## src/throttle_consts.vh

```
`ifndef THROTTLE_CONSTS_VH
`define THROTTLE_CONSTS_VH
// ----------------------------------------
// register byte offsets
// ----------------------------------------
`define OFS_ERR_ENABLE 8'h90
`define OFS_ERR_STATUS 8'h94
`define OFS_SERR_CTRL 8'h98
`define OFS_THR_STATE 8'h9c
`define OFS_WT_LO 8'he0
`define OFS_WT_HI 8'he4
`define OFS_RT_LO 8'he8
`define OFS_RT_HI 8'hec
// ----------------------------------------
// reset values and masks
// ----------------------------------------
`define ERR_ENABLE_RST 8'h80
`define RT_RST 64'h0000000000000000
`define RT_WMASK 64'h00003ffffffffff8
`define STS_W1C_MASK 16'h1f11
// ----------------------------------------
// read throttle fields
// ----------------------------------------
`define GW_HI 45
`define GW_LO 38
`define GT_HI 37
`define GT_LO 26
`define RTT_HI 25
`define RTT_LO 20
`define MW_HI 19
`define MW_LO 13
`define QM_HI 12
`define QM_LO 3
`define GT_SHIFT 15
`define LOCK_BIT 31
// ----------------------------------------
// error enable bits
// ----------------------------------------
`define EN_SBIT 0
`define EN_MBIT 1
`define EN_LEVEL 2
`define EN_THR 3
`define EN_TABORT 4
`define EN_GATT 5
`define EN_AGPRD 6
`define EN_APER 7
// ----------------------------------------
// error status bits
// ----------------------------------------
`define ST_SEF 0
`define ST_MEF 4
`define ST_GATT 8
`define ST_AGPRD 9
`define ST_APER 10
`define ST_WTHR 11
`define ST_RTHR 12
// ----------------------------------------
// timing
// ----------------------------------------
`define CLK_PERIOD_NS 10
`define MS_NS 1000000
`define MS_CYCLES (`MS_NS / `CLK_PERIOD_NS)
`define PCI_CLK_NS 30
`define PCI_CYCLES ((`PCI_CLK_NS + `CLK_PERIOD_NS - 1) / `CLK_PERIOD_NS)
`define RESP_OKAY 2'b00
`define RESP_SLVERR 2'b10
`endif

```

## src/dram_read_throttle.v

```verilog
// Overview of operation
// global window in ms is four times bits 45:38
// global quadword threshold is bits 37:26 times two to the fifteenth
// count read quadwords per global window; throttle when count exceeds
// throttle lasts bits 25:20 global windows once triggered
// when duration expires stop throttling, resume global monitoring
// monitor window clocks is bits 19:13 with four zero bits appended
// while throttling, block host, PCI reads, AGP once window max reached
// per-window quadword maximum is bits 12:3
// after lock bit written one, read throttle register is read-only
// lock bit resets zero; once set both throttle registers read-only
// enable bit 3 gates system error on read or write throttling
// enable bit 2 zero gives one PCI clock pulse, one gives level
// enable bit 7 raises error when aperture-miss flag rises; resets one
// enable bit 6 sets invalid AGP read flag and raises error
// enable bit 5 sets invalid table entry flag and raises error
// enable bit 4 raises error on target abort
// enable bit 1 raises error on multi-bit ECC or parity error
// enable bit 0 raises error on single-bit ECC error
// system error also needs the PCI command error enable
// status bit 12 sets on read throttling, cleared by writing one
// error event only on zero-to-one transition of an enabled flag; target abort raises it each cycle its enabled input is high
// global and monitor counters clear at their window boundaries
`timescale 1ns/1ps
`include "throttle_consts.vh"
module dram_read_throttle #(
  parameter MS_CYCLES = `MS_CYCLES,
  parameter PCI_CYCLES = `PCI_CYCLES
)(
  input wire CLK_I,
  input wire NRST_I,
  input wire [7:0] S_AXI_AWADDR_I,
  input wire S_AXI_AWVALID_I,
  output wire S_AXI_AWREADY_O,
  input wire [31:0] S_AXI_WDATA_I,
  input wire [3:0] S_AXI_WSTRB_I,
  input wire S_AXI_WVALID_I,
  output wire S_AXI_WREADY_O,
  output wire [1:0] S_AXI_BRESP_O,
  output wire S_AXI_BVALID_O,
  input wire S_AXI_BREADY_I,
  input wire [7:0] S_AXI_ARADDR_I,
  input wire S_AXI_ARVALID_I,
  output wire S_AXI_ARREADY_O,
  output wire [31:0] S_AXI_RDATA_O,
  output wire [1:0] S_AXI_RRESP_O,
  output wire S_AXI_RVALID_O,
  input wire S_AXI_RREADY_I,
  input wire QW_READ_I,
  input wire WR_THROTTLE_EVT_I,
  input wire AGP_OUT_APERTURE_I,
  input wire AGP_INVALID_READ_I,
  input wire GATT_INVALID_I,
  input wire TARGET_ABORT_I,
  input wire MBIT_ERR_I,
  input wire SBIT_ERR_I,
  input wire [2:0] ERR_ROW_I,
  output wire BLOCK_HOST_PCI_RD_O,
  output wire BLOCK_AGP_O,
  output wire THROTTLE_ACTIVE_O,
  output wire SERR_O
);
  localparam ST_MON = 1'b0;
  localparam ST_THR = 1'b1;
  // ----------------------------------------
  // registers
  // ----------------------------------------
  reg [7:0] err_en_reg;
  reg [15:0] err_sts_reg;
  reg [15:0] err_sts_next;
  reg serr_en_reg;
  reg lock_reg;
  reg [63:0] rt_reg;
  reg aw_hold_reg;
  reg w_hold_reg;
  reg [7:0] awaddr_reg;
  reg [31:0] wdata_reg;
  reg [3:0] wstrb_reg;
  reg bvalid_reg;
  reg [1:0] bresp_reg;
  reg rvalid_reg;
  reg [1:0] rresp_reg;
  reg [31:0] rdata_reg;
  reg state_reg;
  reg state_next;
  reg [31:0] ms_pre_reg;
  reg [9:0] gw_ms_reg;
  reg [27:0] gqw_reg;
  reg [27:0] gqw_next;
  reg [5:0] dur_reg;
  reg [5:0] dur_next;
  reg [10:0] mon_cnt_reg;
  reg [10:0] mqw_reg;
  reg [10:0] mqw_next;
  reg block_reg;
  reg rd_thr_evt;
  function [31:0] merge;
    input [31:0] old;
    input [31:0] wd;
    input [3:0] st;
    integer k;
    begin
      merge = old;
      for (k = 0; k < 4; k = k + 1)
        if (st[k])
          merge[k*8 +: 8] = wd[k*8 +: 8];
    end
  endfunction
  // ----------------------------------------
  // throttle fields
  // ----------------------------------------
  wire [7:0] gw_field;
  wire [11:0] gt_field;
  wire [5:0] rtt_field;
  wire [6:0] mw_field;
  wire [9:0] qm_field;
  wire [9:0] win_ms;
  wire [9:0] win_m1;
  wire [26:0] g_thresh;
  wire [10:0] mon_len;
  wire [10:0] mon_m1;
  assign gw_field = rt_reg[`GW_HI:`GW_LO];
  assign gt_field = rt_reg[`GT_HI:`GT_LO];
  assign rtt_field = rt_reg[`RTT_HI:`RTT_LO];
  assign mw_field = rt_reg[`MW_HI:`MW_LO];
  assign qm_field = rt_reg[`QM_HI:`QM_LO];
  assign win_ms = {gw_field, 2'b00};
  assign win_m1 = win_ms - 10'h001;
  assign g_thresh = {gt_field, 15'h0000};
  assign mon_len = {mw_field, 4'h0};
  assign mon_m1 = mon_len - 11'h001;
  // ----------------------------------------
  // axi4-lite slave
  // ----------------------------------------
  wire aw_fire;
  wire w_fire;
  wire ar_fire;
  wire wr_go;
  wire wr_lock_ok;
  wire [31:0] rt_lo_new;
  wire [31:0] rt_hi_new;
  assign S_AXI_AWREADY_O = !aw_hold_reg && !bvalid_reg;
  assign S_AXI_WREADY_O = !w_hold_reg && !bvalid_reg;
  assign S_AXI_ARREADY_O = !rvalid_reg;
  assign aw_fire = S_AXI_AWVALID_I && S_AXI_AWREADY_O;
  assign w_fire = S_AXI_WVALID_I && S_AXI_WREADY_O;
  assign ar_fire = S_AXI_ARVALID_I && S_AXI_ARREADY_O;
  assign wr_go = aw_hold_reg && w_hold_reg && !bvalid_reg;
  assign wr_lock_ok = !lock_reg;
  assign rt_lo_new = merge(rt_reg[31:0], wdata_reg, wstrb_reg);
  assign rt_hi_new = merge(rt_reg[63:32], wdata_reg, wstrb_reg);
  always @(posedge CLK_I or negedge NRST_I)
  begin
    if (!NRST_I)
    begin
      aw_hold_reg <= 1'b0;
      w_hold_reg <= 1'b0;
      awaddr_reg <= 8'h00;
      wdata_reg <= 32'h00000000;
      wstrb_reg <= 4'h0;
      bvalid_reg <= 1'b0;
      bresp_reg <= `RESP_OKAY;
      err_en_reg <= `ERR_ENABLE_RST;
      serr_en_reg <= 1'b0;
      lock_reg <= 1'b0;
      rt_reg <= `RT_RST;
    end
    else
    begin
      if (aw_fire)
      begin
        aw_hold_reg <= 1'b1;
        awaddr_reg <= S_AXI_AWADDR_I;
      end
      if (w_fire)
      begin
        w_hold_reg <= 1'b1;
        wdata_reg <= S_AXI_WDATA_I;
        wstrb_reg <= S_AXI_WSTRB_I;
      end
      if (bvalid_reg && S_AXI_BREADY_I)
        bvalid_reg <= 1'b0;
      if (wr_go)
      begin
        aw_hold_reg <= 1'b0;
        w_hold_reg <= 1'b0;
        bvalid_reg <= 1'b1;
        bresp_reg <= `RESP_OKAY;
        case (awaddr_reg)
          `OFS_ERR_ENABLE:
            if (wstrb_reg[0])
              err_en_reg <= wdata_reg[7:0];
          `OFS_SERR_CTRL:
            if (wstrb_reg[0])
              serr_en_reg <= wdata_reg[0];
          `OFS_WT_HI:
            if (wr_lock_ok && wstrb_reg[3] && wdata_reg[`LOCK_BIT])
              lock_reg <= 1'b1;
          `OFS_RT_LO:
            if (wr_lock_ok)
              rt_reg <= {rt_reg[63:32], rt_lo_new} & `RT_WMASK;
          `OFS_RT_HI:
            if (wr_lock_ok)
              rt_reg <= {rt_hi_new, rt_reg[31:0]} & `RT_WMASK;
          `OFS_ERR_STATUS, `OFS_THR_STATE, `OFS_WT_LO:
            bresp_reg <= `RESP_OKAY;
          default:
            bresp_reg <= `RESP_SLVERR;
        endcase
      end
    end
  end
  // read path
  reg [31:0] rd_mux;
  reg rd_hit;
  always @*
  begin
    rd_mux = 32'h00000000;
    rd_hit = 1'b1;
    case (S_AXI_ARADDR_I)
      `OFS_ERR_ENABLE: rd_mux = {24'h000000, err_en_reg};
      `OFS_ERR_STATUS: rd_mux = {16'h0000, err_sts_reg};
      `OFS_SERR_CTRL: rd_mux = {31'h00000000, serr_en_reg};
      `OFS_THR_STATE:
        rd_mux = {18'h00000, dur_reg, 6'h00, block_reg, state_reg};
      `OFS_WT_LO: rd_mux = 32'h00000000;
      `OFS_WT_HI: rd_mux = {lock_reg, 31'h00000000};
      `OFS_RT_LO: rd_mux = rt_reg[31:0];
      `OFS_RT_HI: rd_mux = rt_reg[63:32];
      default: rd_hit = 1'b0;
    endcase
  end
  always @(posedge CLK_I or negedge NRST_I)
  begin
    if (!NRST_I)
    begin
      rvalid_reg <= 1'b0;
      rresp_reg <= `RESP_OKAY;
      rdata_reg <= 32'h00000000;
    end
    else if (ar_fire)
    begin
      rvalid_reg <= 1'b1;
      rdata_reg <= rd_mux;
      rresp_reg <= rd_hit ? `RESP_OKAY : `RESP_SLVERR;
    end
    else if (rvalid_reg && S_AXI_RREADY_I)
      rvalid_reg <= 1'b0;
  end
  assign S_AXI_BVALID_O = bvalid_reg;
  assign S_AXI_BRESP_O = bresp_reg;
  assign S_AXI_RVALID_O = rvalid_reg;
  assign S_AXI_RDATA_O = rdata_reg;
  assign S_AXI_RRESP_O = rresp_reg;
  // ----------------------------------------
  // global window and throttle state
  // ----------------------------------------
  wire ms_tick;
  wire g_end;
  wire m_end;
  wire [31:0] ms_last;
  assign ms_last = MS_CYCLES - 1;
  assign ms_tick = (ms_pre_reg >= ms_last);
  assign g_end = ms_tick && (win_ms != 10'h000) &&
    (gw_ms_reg >= win_m1);
  assign m_end = (mon_len == 11'h000) || (mon_cnt_reg >= mon_m1);
  always @*
  begin
    state_next = state_reg;
    dur_next = dur_reg;
    rd_thr_evt = 1'b0;
    gqw_next = gqw_reg;
    if (QW_READ_I && gqw_reg != 28'hfffffff)
      gqw_next = gqw_reg + 28'h0000001;
    if (g_end)
      gqw_next = 28'h0000000;
    case (state_reg)
      ST_MON:
        if (gqw_reg > {1'b0, g_thresh} && win_ms != 10'h000)
        begin
          rd_thr_evt = 1'b1;
          gqw_next = 28'h0000000;
          dur_next = rtt_field;
          if (rtt_field != 6'h00)
            state_next = ST_THR;
        end
      ST_THR:
      begin
        gqw_next = 28'h0000000;
        if (g_end)
        begin
          if (dur_reg <= 6'h01)
          begin
            dur_next = 6'h00;
            state_next = ST_MON;
          end
          else
            dur_next = dur_reg - 6'h01;
        end
      end
      default:
        state_next = ST_MON;
    endcase
  end
  always @(posedge CLK_I or negedge NRST_I)
  begin
    if (!NRST_I)
    begin
      state_reg <= ST_MON;
      ms_pre_reg <= 32'h00000000;
      gw_ms_reg <= 10'h000;
      gqw_reg <= 28'h0000000;
      dur_reg <= 6'h00;
    end
    else
    begin
      state_reg <= state_next;
      dur_reg <= dur_next;
      gqw_reg <= gqw_next;
      // window restarts when throttling is entered
      if (rd_thr_evt || ms_tick)
        ms_pre_reg <= 32'h00000000;
      else
        ms_pre_reg <= ms_pre_reg + 32'h00000001;
      if (rd_thr_evt || g_end)
        gw_ms_reg <= 10'h000;
      else if (ms_tick)
        gw_ms_reg <= gw_ms_reg + 10'h001;
    end
  end
  // ----------------------------------------
  // monitor window and blocking
  // ----------------------------------------
  always @*
  begin
    mqw_next = mqw_reg;
    if (QW_READ_I && mqw_reg != 11'h7ff)
      mqw_next = mqw_reg + 11'h001;
    if (m_end || state_reg != ST_THR)
      mqw_next = 11'h000;
  end
  always @(posedge CLK_I or negedge NRST_I)
  begin
    if (!NRST_I)
    begin
      mon_cnt_reg <= 11'h000;
      mqw_reg <= 11'h000;
      block_reg <= 1'b0;
    end
    else
    begin
      if (m_end || state_reg != ST_THR)
        mon_cnt_reg <= 11'h000;
      else
        mon_cnt_reg <= mon_cnt_reg + 11'h001;
      mqw_reg <= mqw_next;
      block_reg <= (state_next == ST_THR) &&
        (mqw_next >= {1'b0, qm_field});
    end
  end
  assign BLOCK_HOST_PCI_RD_O = block_reg;
  assign BLOCK_AGP_O = block_reg;
  assign THROTTLE_ACTIVE_O = state_reg;
  // ----------------------------------------
  // error status and system error events
  // ----------------------------------------
  reg [15:0] sts_set;
  reg [15:0] sts_mask;
  wire [15:0] sts_clr;
  wire [15:0] sts_rise;
  wire serr_evt;
  wire serr_hold;
  always @*
  begin
    sts_set = 16'h0000;
    sts_set[`ST_RTHR] = rd_thr_evt;
    sts_set[`ST_WTHR] = WR_THROTTLE_EVT_I;
    sts_set[`ST_APER] = AGP_OUT_APERTURE_I;
    sts_set[`ST_AGPRD] = AGP_INVALID_READ_I && err_en_reg[`EN_AGPRD];
    sts_set[`ST_GATT] = GATT_INVALID_I && err_en_reg[`EN_GATT];
    sts_set[`ST_MEF] = MBIT_ERR_I;
    sts_set[`ST_SEF] = SBIT_ERR_I;
    sts_mask = 16'h0000;
    sts_mask[`ST_RTHR] = err_en_reg[`EN_THR];
    sts_mask[`ST_WTHR] = err_en_reg[`EN_THR];
    sts_mask[`ST_APER] = err_en_reg[`EN_APER];
    sts_mask[`ST_AGPRD] = err_en_reg[`EN_AGPRD];
    sts_mask[`ST_GATT] = err_en_reg[`EN_GATT];
    sts_mask[`ST_MEF] = err_en_reg[`EN_MBIT];
    sts_mask[`ST_SEF] = err_en_reg[`EN_SBIT];
  end
  assign sts_clr = (wr_go && awaddr_reg == `OFS_ERR_STATUS) ?
    ({wstrb_reg[1] ? wdata_reg[15:8] : 8'h00,
      wstrb_reg[0] ? wdata_reg[7:0] : 8'h00} & `STS_W1C_MASK) : 16'h0000;
  assign sts_rise = sts_set & ~err_sts_reg & `STS_W1C_MASK;
  always @*
  begin
    // set wins over a same-cycle clear
    err_sts_next = (err_sts_reg & ~sts_clr) | (sts_set & `STS_W1C_MASK);
    // row fields lock while their flag stays set
    if (sts_rise[`ST_MEF])
      err_sts_next[7:5] = ERR_ROW_I;
    if (sts_rise[`ST_SEF])
      err_sts_next[3:1] = ERR_ROW_I;
  end
  always @(posedge CLK_I or negedge NRST_I)
  begin
    if (!NRST_I)
      err_sts_reg <= 16'h0000;
    else
      err_sts_reg <= err_sts_next;
  end
  assign serr_evt = serr_en_reg && ((|(sts_rise & sts_mask)) ||
    (TARGET_ABORT_I && err_en_reg[`EN_TABORT]));
  assign serr_hold = serr_en_reg && (|(err_sts_reg & sts_mask));
  serr_signal_gen #(
    .PULSE_CYCLES(PCI_CYCLES)
  ) u_serr (
    .clk_i(CLK_I),
    .nrst_i(NRST_I),
    .event_i(serr_evt),
    .level_mode_i(err_en_reg[`EN_LEVEL]),
    .hold_i(serr_hold),
    .serr_o(SERR_O)
  );
endmodule

```

## src/serr_signal_gen.v

```verilog
`timescale 1ns/1ps
`include "throttle_consts.vh"
module serr_signal_gen #(
  parameter PULSE_CYCLES = `PCI_CYCLES
)(
  input wire clk_i,
  input wire nrst_i,
  input wire event_i,
  input wire level_mode_i,
  input wire hold_i,
  output wire serr_o
);
  // ----------------------------------------
  // pulse timer and level latch
  // ----------------------------------------
  reg [7:0] pulse_cnt_reg;
  reg level_reg;
  reg out_reg;
  wire [7:0] pulse_len;
  assign pulse_len = PULSE_CYCLES[7:0];
  always @(posedge clk_i or negedge nrst_i)
  begin
    if (!nrst_i)
    begin
      pulse_cnt_reg <= 8'h00;
      level_reg <= 1'b0;
      out_reg <= 1'b0;
    end
    else
    begin
      if (event_i && !level_mode_i)
        pulse_cnt_reg <= pulse_len;
      else if (pulse_cnt_reg != 8'h00)
        pulse_cnt_reg <= pulse_cnt_reg - 8'h01;
      // level held while an enabled flag stays set
      if (event_i && level_mode_i)
        level_reg <= 1'b1;
      else if (!hold_i || !level_mode_i)
        level_reg <= 1'b0;
      out_reg <= (event_i && !level_mode_i) ||
        (pulse_cnt_reg > 8'h01) ||
        (level_mode_i && (event_i || (level_reg && hold_i)));
    end
  end
  assign serr_o = out_reg;
endmodule

```

## config.mk

```make
export PLATFORM = sky130hd
export DESIGN_NAME = dram_read_throttle
export DESIGN_NICKNAME = d
export VERILOG_FILES = /design/src/dram_read_throttle.v /design/src/serr_signal_gen.v
export VERILOG_INCLUDE_DIRS = /design/src
export SDC_FILE = /design/constraint.sdc
export NUM_CORES = 1
export LEC_CHECK = 0
export ABC_AREA = 1
export BUFFER_PORTS_ARGS = -buffer_cell sky130_fd_sc_hd__buf_2
export CAP_MARGIN = 5
export CELL_PAD_IN_SITES_DETAIL_PLACEMENT = 1
export CELL_PAD_IN_SITES_GLOBAL_PLACEMENT = 1
export CORE_MARGIN = 2
export CORE_UTILIZATION = 43
export CTS_BUF_LIST = sky130_fd_sc_hd__clkbuf_8
export DETAILED_ROUTE_END_ITERATION = 6
export HOLD_SLACK_MARGIN = 0.1
export PLACE_DENSITY_LB_ADDON = 0.1
export SYNTH_ARGS = -nofsm -noshare
export SYNTH_HDL_FRONTEND = slang
export SYNTH_SLANG_ARGS = --single-unit
```

## constraint.sdc

```tcl
create_clock -name CLK_I -period 3.24 [get_ports CLK_I]
set_input_delay 0.162 -clock CLK_I [delete_from_list [all_inputs] [get_ports CLK_I]]
set_output_delay 0.162 -clock CLK_I [all_outputs]
set_load 0.05 [all_outputs]
```

==> reports/metrics.yaml <==
result_of_the_run: "finished, final reports clean"
combPwrFrac: 0.351
num_io_pins: 115
sink_count_of_the_clock_tree: 258
worst_hold_slack_ns: 0.1524
placeableCoreArea_um2: 30670
seq_area_frac_synth: 0.4809
clock_path_buffers: 3
power.clock.fraction: 0.270
netlist-cell-type-count: 56
worst_ep_arrival_time_ns: 3.65
share_of_cells_above_drive_strength_1: 0.1698
worst_setup_hold_path_clk_slew_ns: 0.06
net-switching-power_mw: 4.466
clock.fmax_mhz: 313.2
timing.max_cap.violations: 0
post-route-min-period_ns: 3.193
clock-root-buffer: "sky130_fd_sc_hd__clkbuf_8"
relSlewSlack: 0.2355
syn_inst: 1596
grt_start_max_net_pins: 78
dr.first_iter.drc_count: 617
n_fill_cell: 3662
grt_use_total: 0.2501
vias_per_cell: 5.176
setup.worst_path.start_class: "register"
wl_um: 40320
ys_ff_latch: 258
fin_nets: 1947
syn-mean-instance-area_um2: 8.414
total_die_area_um2: 32660
rsz0062_at_grt: "yes"
detail_route.drc_violations: 0
post_synth_instance_area_um2: 13430
place_congestion: 0.8562
internal_power_mw: 6.623
place.detailed.hpwl_um: 29090
post_place_setup_slack_ns: -0.2834
area_growth_syn_to_layout_pct: 21.27
synthArstFlopShare: 1.000
number_of_buffers_inserted_during_clock_tree_synthesis: 46
final.period_utilization: 0.9855
worst_ep_required_time_ns: 3.70
die_h_um: 180.7
synth-main-ff-cell: "sky130_fd_sc_hd__dfrtp_1"
drt_first_pass_iters: 4
worst_slack_ns: 0.04698
irDropWorstVdd_mv: 0.4843
critical_path_peak_fanout: 8
synth.yosys.warnings: 0
first_global_vias: 12173
fin_skew_ns: 0.02398
synth.area.top_cells: "sky130_fd_sc_hd__dfrtp_1 48%, sky130_fd_sc_hd__nand2_1 10%, sky130_fd_sc_hd__inv_1 5.2%"
reg2regPathDepth: 27
placement.io_buffers: 112
grt_antenna_before_repair: 1
final_max_tran_viols: 0
cellLeakagePower_nw: 7.970
total_setup_violations_reported_at_the_end_of_the_flow: 0
largest_reg_flops: 43
grt_first_pass_wirelength_um: 65720
fp-row-count: 64
power_density_nw_per_um2: 680.9
layout_commonest_cell: "sky130_fd_sc_hd__nand2_1"
setup.worst_path.class: "register to register"
via_count: 11687
routedWlPerCell_um: 17.86
die_x_um: 180.7
hold_path.class: "primary input to async pin"
yosys.area.top_type: "sky130_fd_sc_hd__dfrtp_1"
final_cell_mix: "363 x sky130_fd_sc_hd__nand2_1, 257 x sky130_fd_sc_hd__dfrtp_1, 202 x sky130_fd_sc_hd__inv_1"
htree_num_levels: 2
gr-total-overflow: 0
synthDominantCellAreaShare: 0.4789
worst-slew-pin-transition_ns: 1.143
power.sequential.fraction: 0.379
report.final.hold_viol_count: 0
ant_nets: 0
switching_share: 0.4027
tritoncts: "done"
synth_enable_flop_cells: 0
timing.critical_path.to_type: "register"
clock_latency_ns: 0.58
floorplan.initialDensity: 0.4379
==> layout make-up <==
| class | instances | area, µm² | area share |
|---|---|---|---|
| antenna | 1 | 2.502 | 0.0001537 |
| clock buffer | 58 | 798.3 | 0.04902 |
| clock inverter | 25 | 110.1 | 0.006761 |
| inverter | 195 | 737.0 | 0.04525 |
| multi-input combinational | 1124 | 6256 | 0.3841 |
| sequential | 258 | 6457 | 0.3965 |
| tap | 396 | 495.5 | 0.03042 |
| timing repair buffer | 201 | 1429 | 0.08774 |
==> cell usage after synthesis (2+ instances only) <==
| library cell | number |
|---|---|
| sky130_fd_sc_hd__a21oi_2 | 3 |
| sky130_fd_sc_hd__a21oi_1 | 48 |
| sky130_fd_sc_hd__nor4_1 | 3 |
| sky130_fd_sc_hd__nand4_1 | 32 |
| sky130_fd_sc_hd__inv_1 | 187 |
| sky130_fd_sc_hd__o211ai_1 | 3 |
| sky130_fd_sc_hd__nand2_2 | 7 |
| sky130_fd_sc_hd__buf_6 | 7 |
| sky130_fd_sc_hd__inv_2 | 6 |
| sky130_fd_sc_hd__nand3_2 | 5 |
| sky130_fd_sc_hd__a22oi_1 | 5 |
| sky130_fd_sc_hd__dfrtp_1 | 257 |
| sky130_fd_sc_hd__clkbuf_1 | 14 |
| sky130_fd_sc_hd__nand3_1 | 91 |
| sky130_fd_sc_hd__nand2_1 | 367 |
| sky130_fd_sc_hd__o21ai_0 | 111 |
| sky130_fd_sc_hd__nand2_4 | 7 |
| sky130_fd_sc_hd__nor2_2 | 12 |
| sky130_fd_sc_hd__nor3_1 | 25 |
| sky130_fd_sc_hd__nand3b_1 | 4 |
| sky130_fd_sc_hd__or2_2 | 2 |
| sky130_fd_sc_hd__nor3_2 | 4 |
| sky130_fd_sc_hd__o22ai_1 | 11 |
| sky130_fd_sc_hd__nor2_4 | 3 |
| sky130_fd_sc_hd__nand4_2 | 2 |
| sky130_fd_sc_hd__xnor2_1 | 12 |
| sky130_fd_sc_hd__buf_4 | 3 |
| sky130_fd_sc_hd__o2111ai_1 | 6 |
| sky130_fd_sc_hd__o31ai_1 | 11 |
| sky130_fd_sc_hd__o21bai_1 | 4 |
| sky130_fd_sc_hd__ha_1 | 51 |
| sky130_fd_sc_hd__xor2_1 | 42 |
| sky130_fd_sc_hd__mux2_2 | 24 |
| sky130_fd_sc_hd__buf_2 | 11 |
| sky130_fd_sc_hd__o21ai_1 | 7 |
| sky130_fd_sc_hd__nor2_1 | 182 |
| sky130_fd_sc_hd__nor3b_1 | 8 |
==> per-layer routing <==
metal  vias up  routed length [µm]  global-route usage
li1       5642                   -                   -
met2       214               18410              0.3947
met3        66                1718             0.04414
met5         -                   0                   0
met4         0                1012             0.07000
met1      5765               19180              0.3547
==> worst paths after layout <==
check	endpoint	startpoint	slack (ns)
worst max-delay path	BLOCK_AGP_O	rt_reg[14]	0.05
worst min-delay path	gw_ms_reg[6]	NRST_I	0.15
worst max register to register	BLOCK_AGP_O	rt_reg[14]	0.05
worst min register to register	S_AXI_RDATA_O[31]	S_AXI_RDATA_O[31]	0.47
max in group asynchronous	ms_pre_reg[10]	NRST_I	2.23
min in group CLK_I	S_AXI_RRESP_O[1]	S_AXI_ARADDR_I[4]	0.16
==> kinds of logic (layout without fill, tap and decap cells) <==
kind of cell,Yosys count,in the layout,share of synthesized area
buffers and inverters,230,479,0.07025
AND/OR/NAND/NOR,761,761,0.2547
XOR/XNOR,54,54,0.03522
other,1,18,0.0002792
AO/OA/AOI/OAI,217,217,0.09103
adder cells (fa/ha/maj),51,51,0.04752
multiplexers,24,24,0.02012
flip-flops,258,258,0.4809
==> worst max-delay path, cell delays in order (launching register included) <==
cell and delay (ns):
sky130_fd_sc_hd__dfrtp_1 0.36, sky130_fd_sc_hd__inv_2 0.07, sky130_fd_sc_hd__ha_4 0.17, sky130_fd_sc_hd__buf_4 0.13, sky130_fd_sc_hd__xnor2_1 0.12, sky130_fd_sc_hd__ha_1 0.30
sky130_fd_sc_hd__nand2_1 0.11, sky130_fd_sc_hd__inv_2 0.05, sky130_fd_sc_hd__a21oi_2 0.10, sky130_fd_sc_hd__o21ai_1 0.08, sky130_fd_sc_hd__nand2_1 0.07, sky130_fd_sc_hd__nand2_1 0.06
sky130_fd_sc_hd__nand2_2 0.11, sky130_fd_sc_hd__nand2_8 0.12, sky130_fd_sc_hd__nor2_4 0.17, sky130_fd_sc_hd__ha_4 0.22, sky130_fd_sc_hd__a21oi_2 0.13, sky130_fd_sc_hd__nor2_1 0.06
sky130_fd_sc_hd__nor2_1 0.12, sky130_fd_sc_hd__nand2_1 0.08, sky130_fd_sc_hd__nand2_1 0.07, sky130_fd_sc_hd__nand3_2 0.06, sky130_fd_sc_hd__nand2_1 0.06, sky130_fd_sc_hd__nand2_1 0.06
sky130_fd_sc_hd__nand2_1 0.06, sky130_fd_sc_hd__nand2_1 0.06, sky130_fd_sc_hd__nand2_1 0.05, sky130_fd_sc_hd__inv_1 0.04
==> repair_timing <==
item | in CTS | in global routing
buffers inserted | 2 | 6
endpoints found under the setup margin | 1 | 1
hold buffers | 61 | 0
gates resized for setup | 14 | 25
hold endpoints to repair | 223 | 0
pin swaps | 4 | 14
==> metrics by stage <==
stage	instance area, µm²	setup TNS (ns)	total power, mW	util	instances
floorplan	13490	0	6.916	-	1612
global placement	14540	-0.02120	7.857	0.4740	2105
detailed placement	14540	-0.2834	8.000	0.4740	2105
CTS	16120	0	11.11	0.5256	2251
global route	16290	-0.1754	11.88	0.5310	2258
finish	16290	0	11.09	0.5310	2258
==> power groups by stage <==
stage | Clock, mW | Combinational, mW | Sequential [mW]
floorplan | 0 | 2.71 | 4.20
global placement | 0 | 3.63 | 4.22
detailed placement | 0 | 3.76 | 4.24
CTS | 3.08 | 3.84 | 4.19
global route | 3.22 | 4.38 | 4.27
finish | 3.00 | 3.89 | 4.20
No activity file was read; power rests on OpenSTA's default activity.
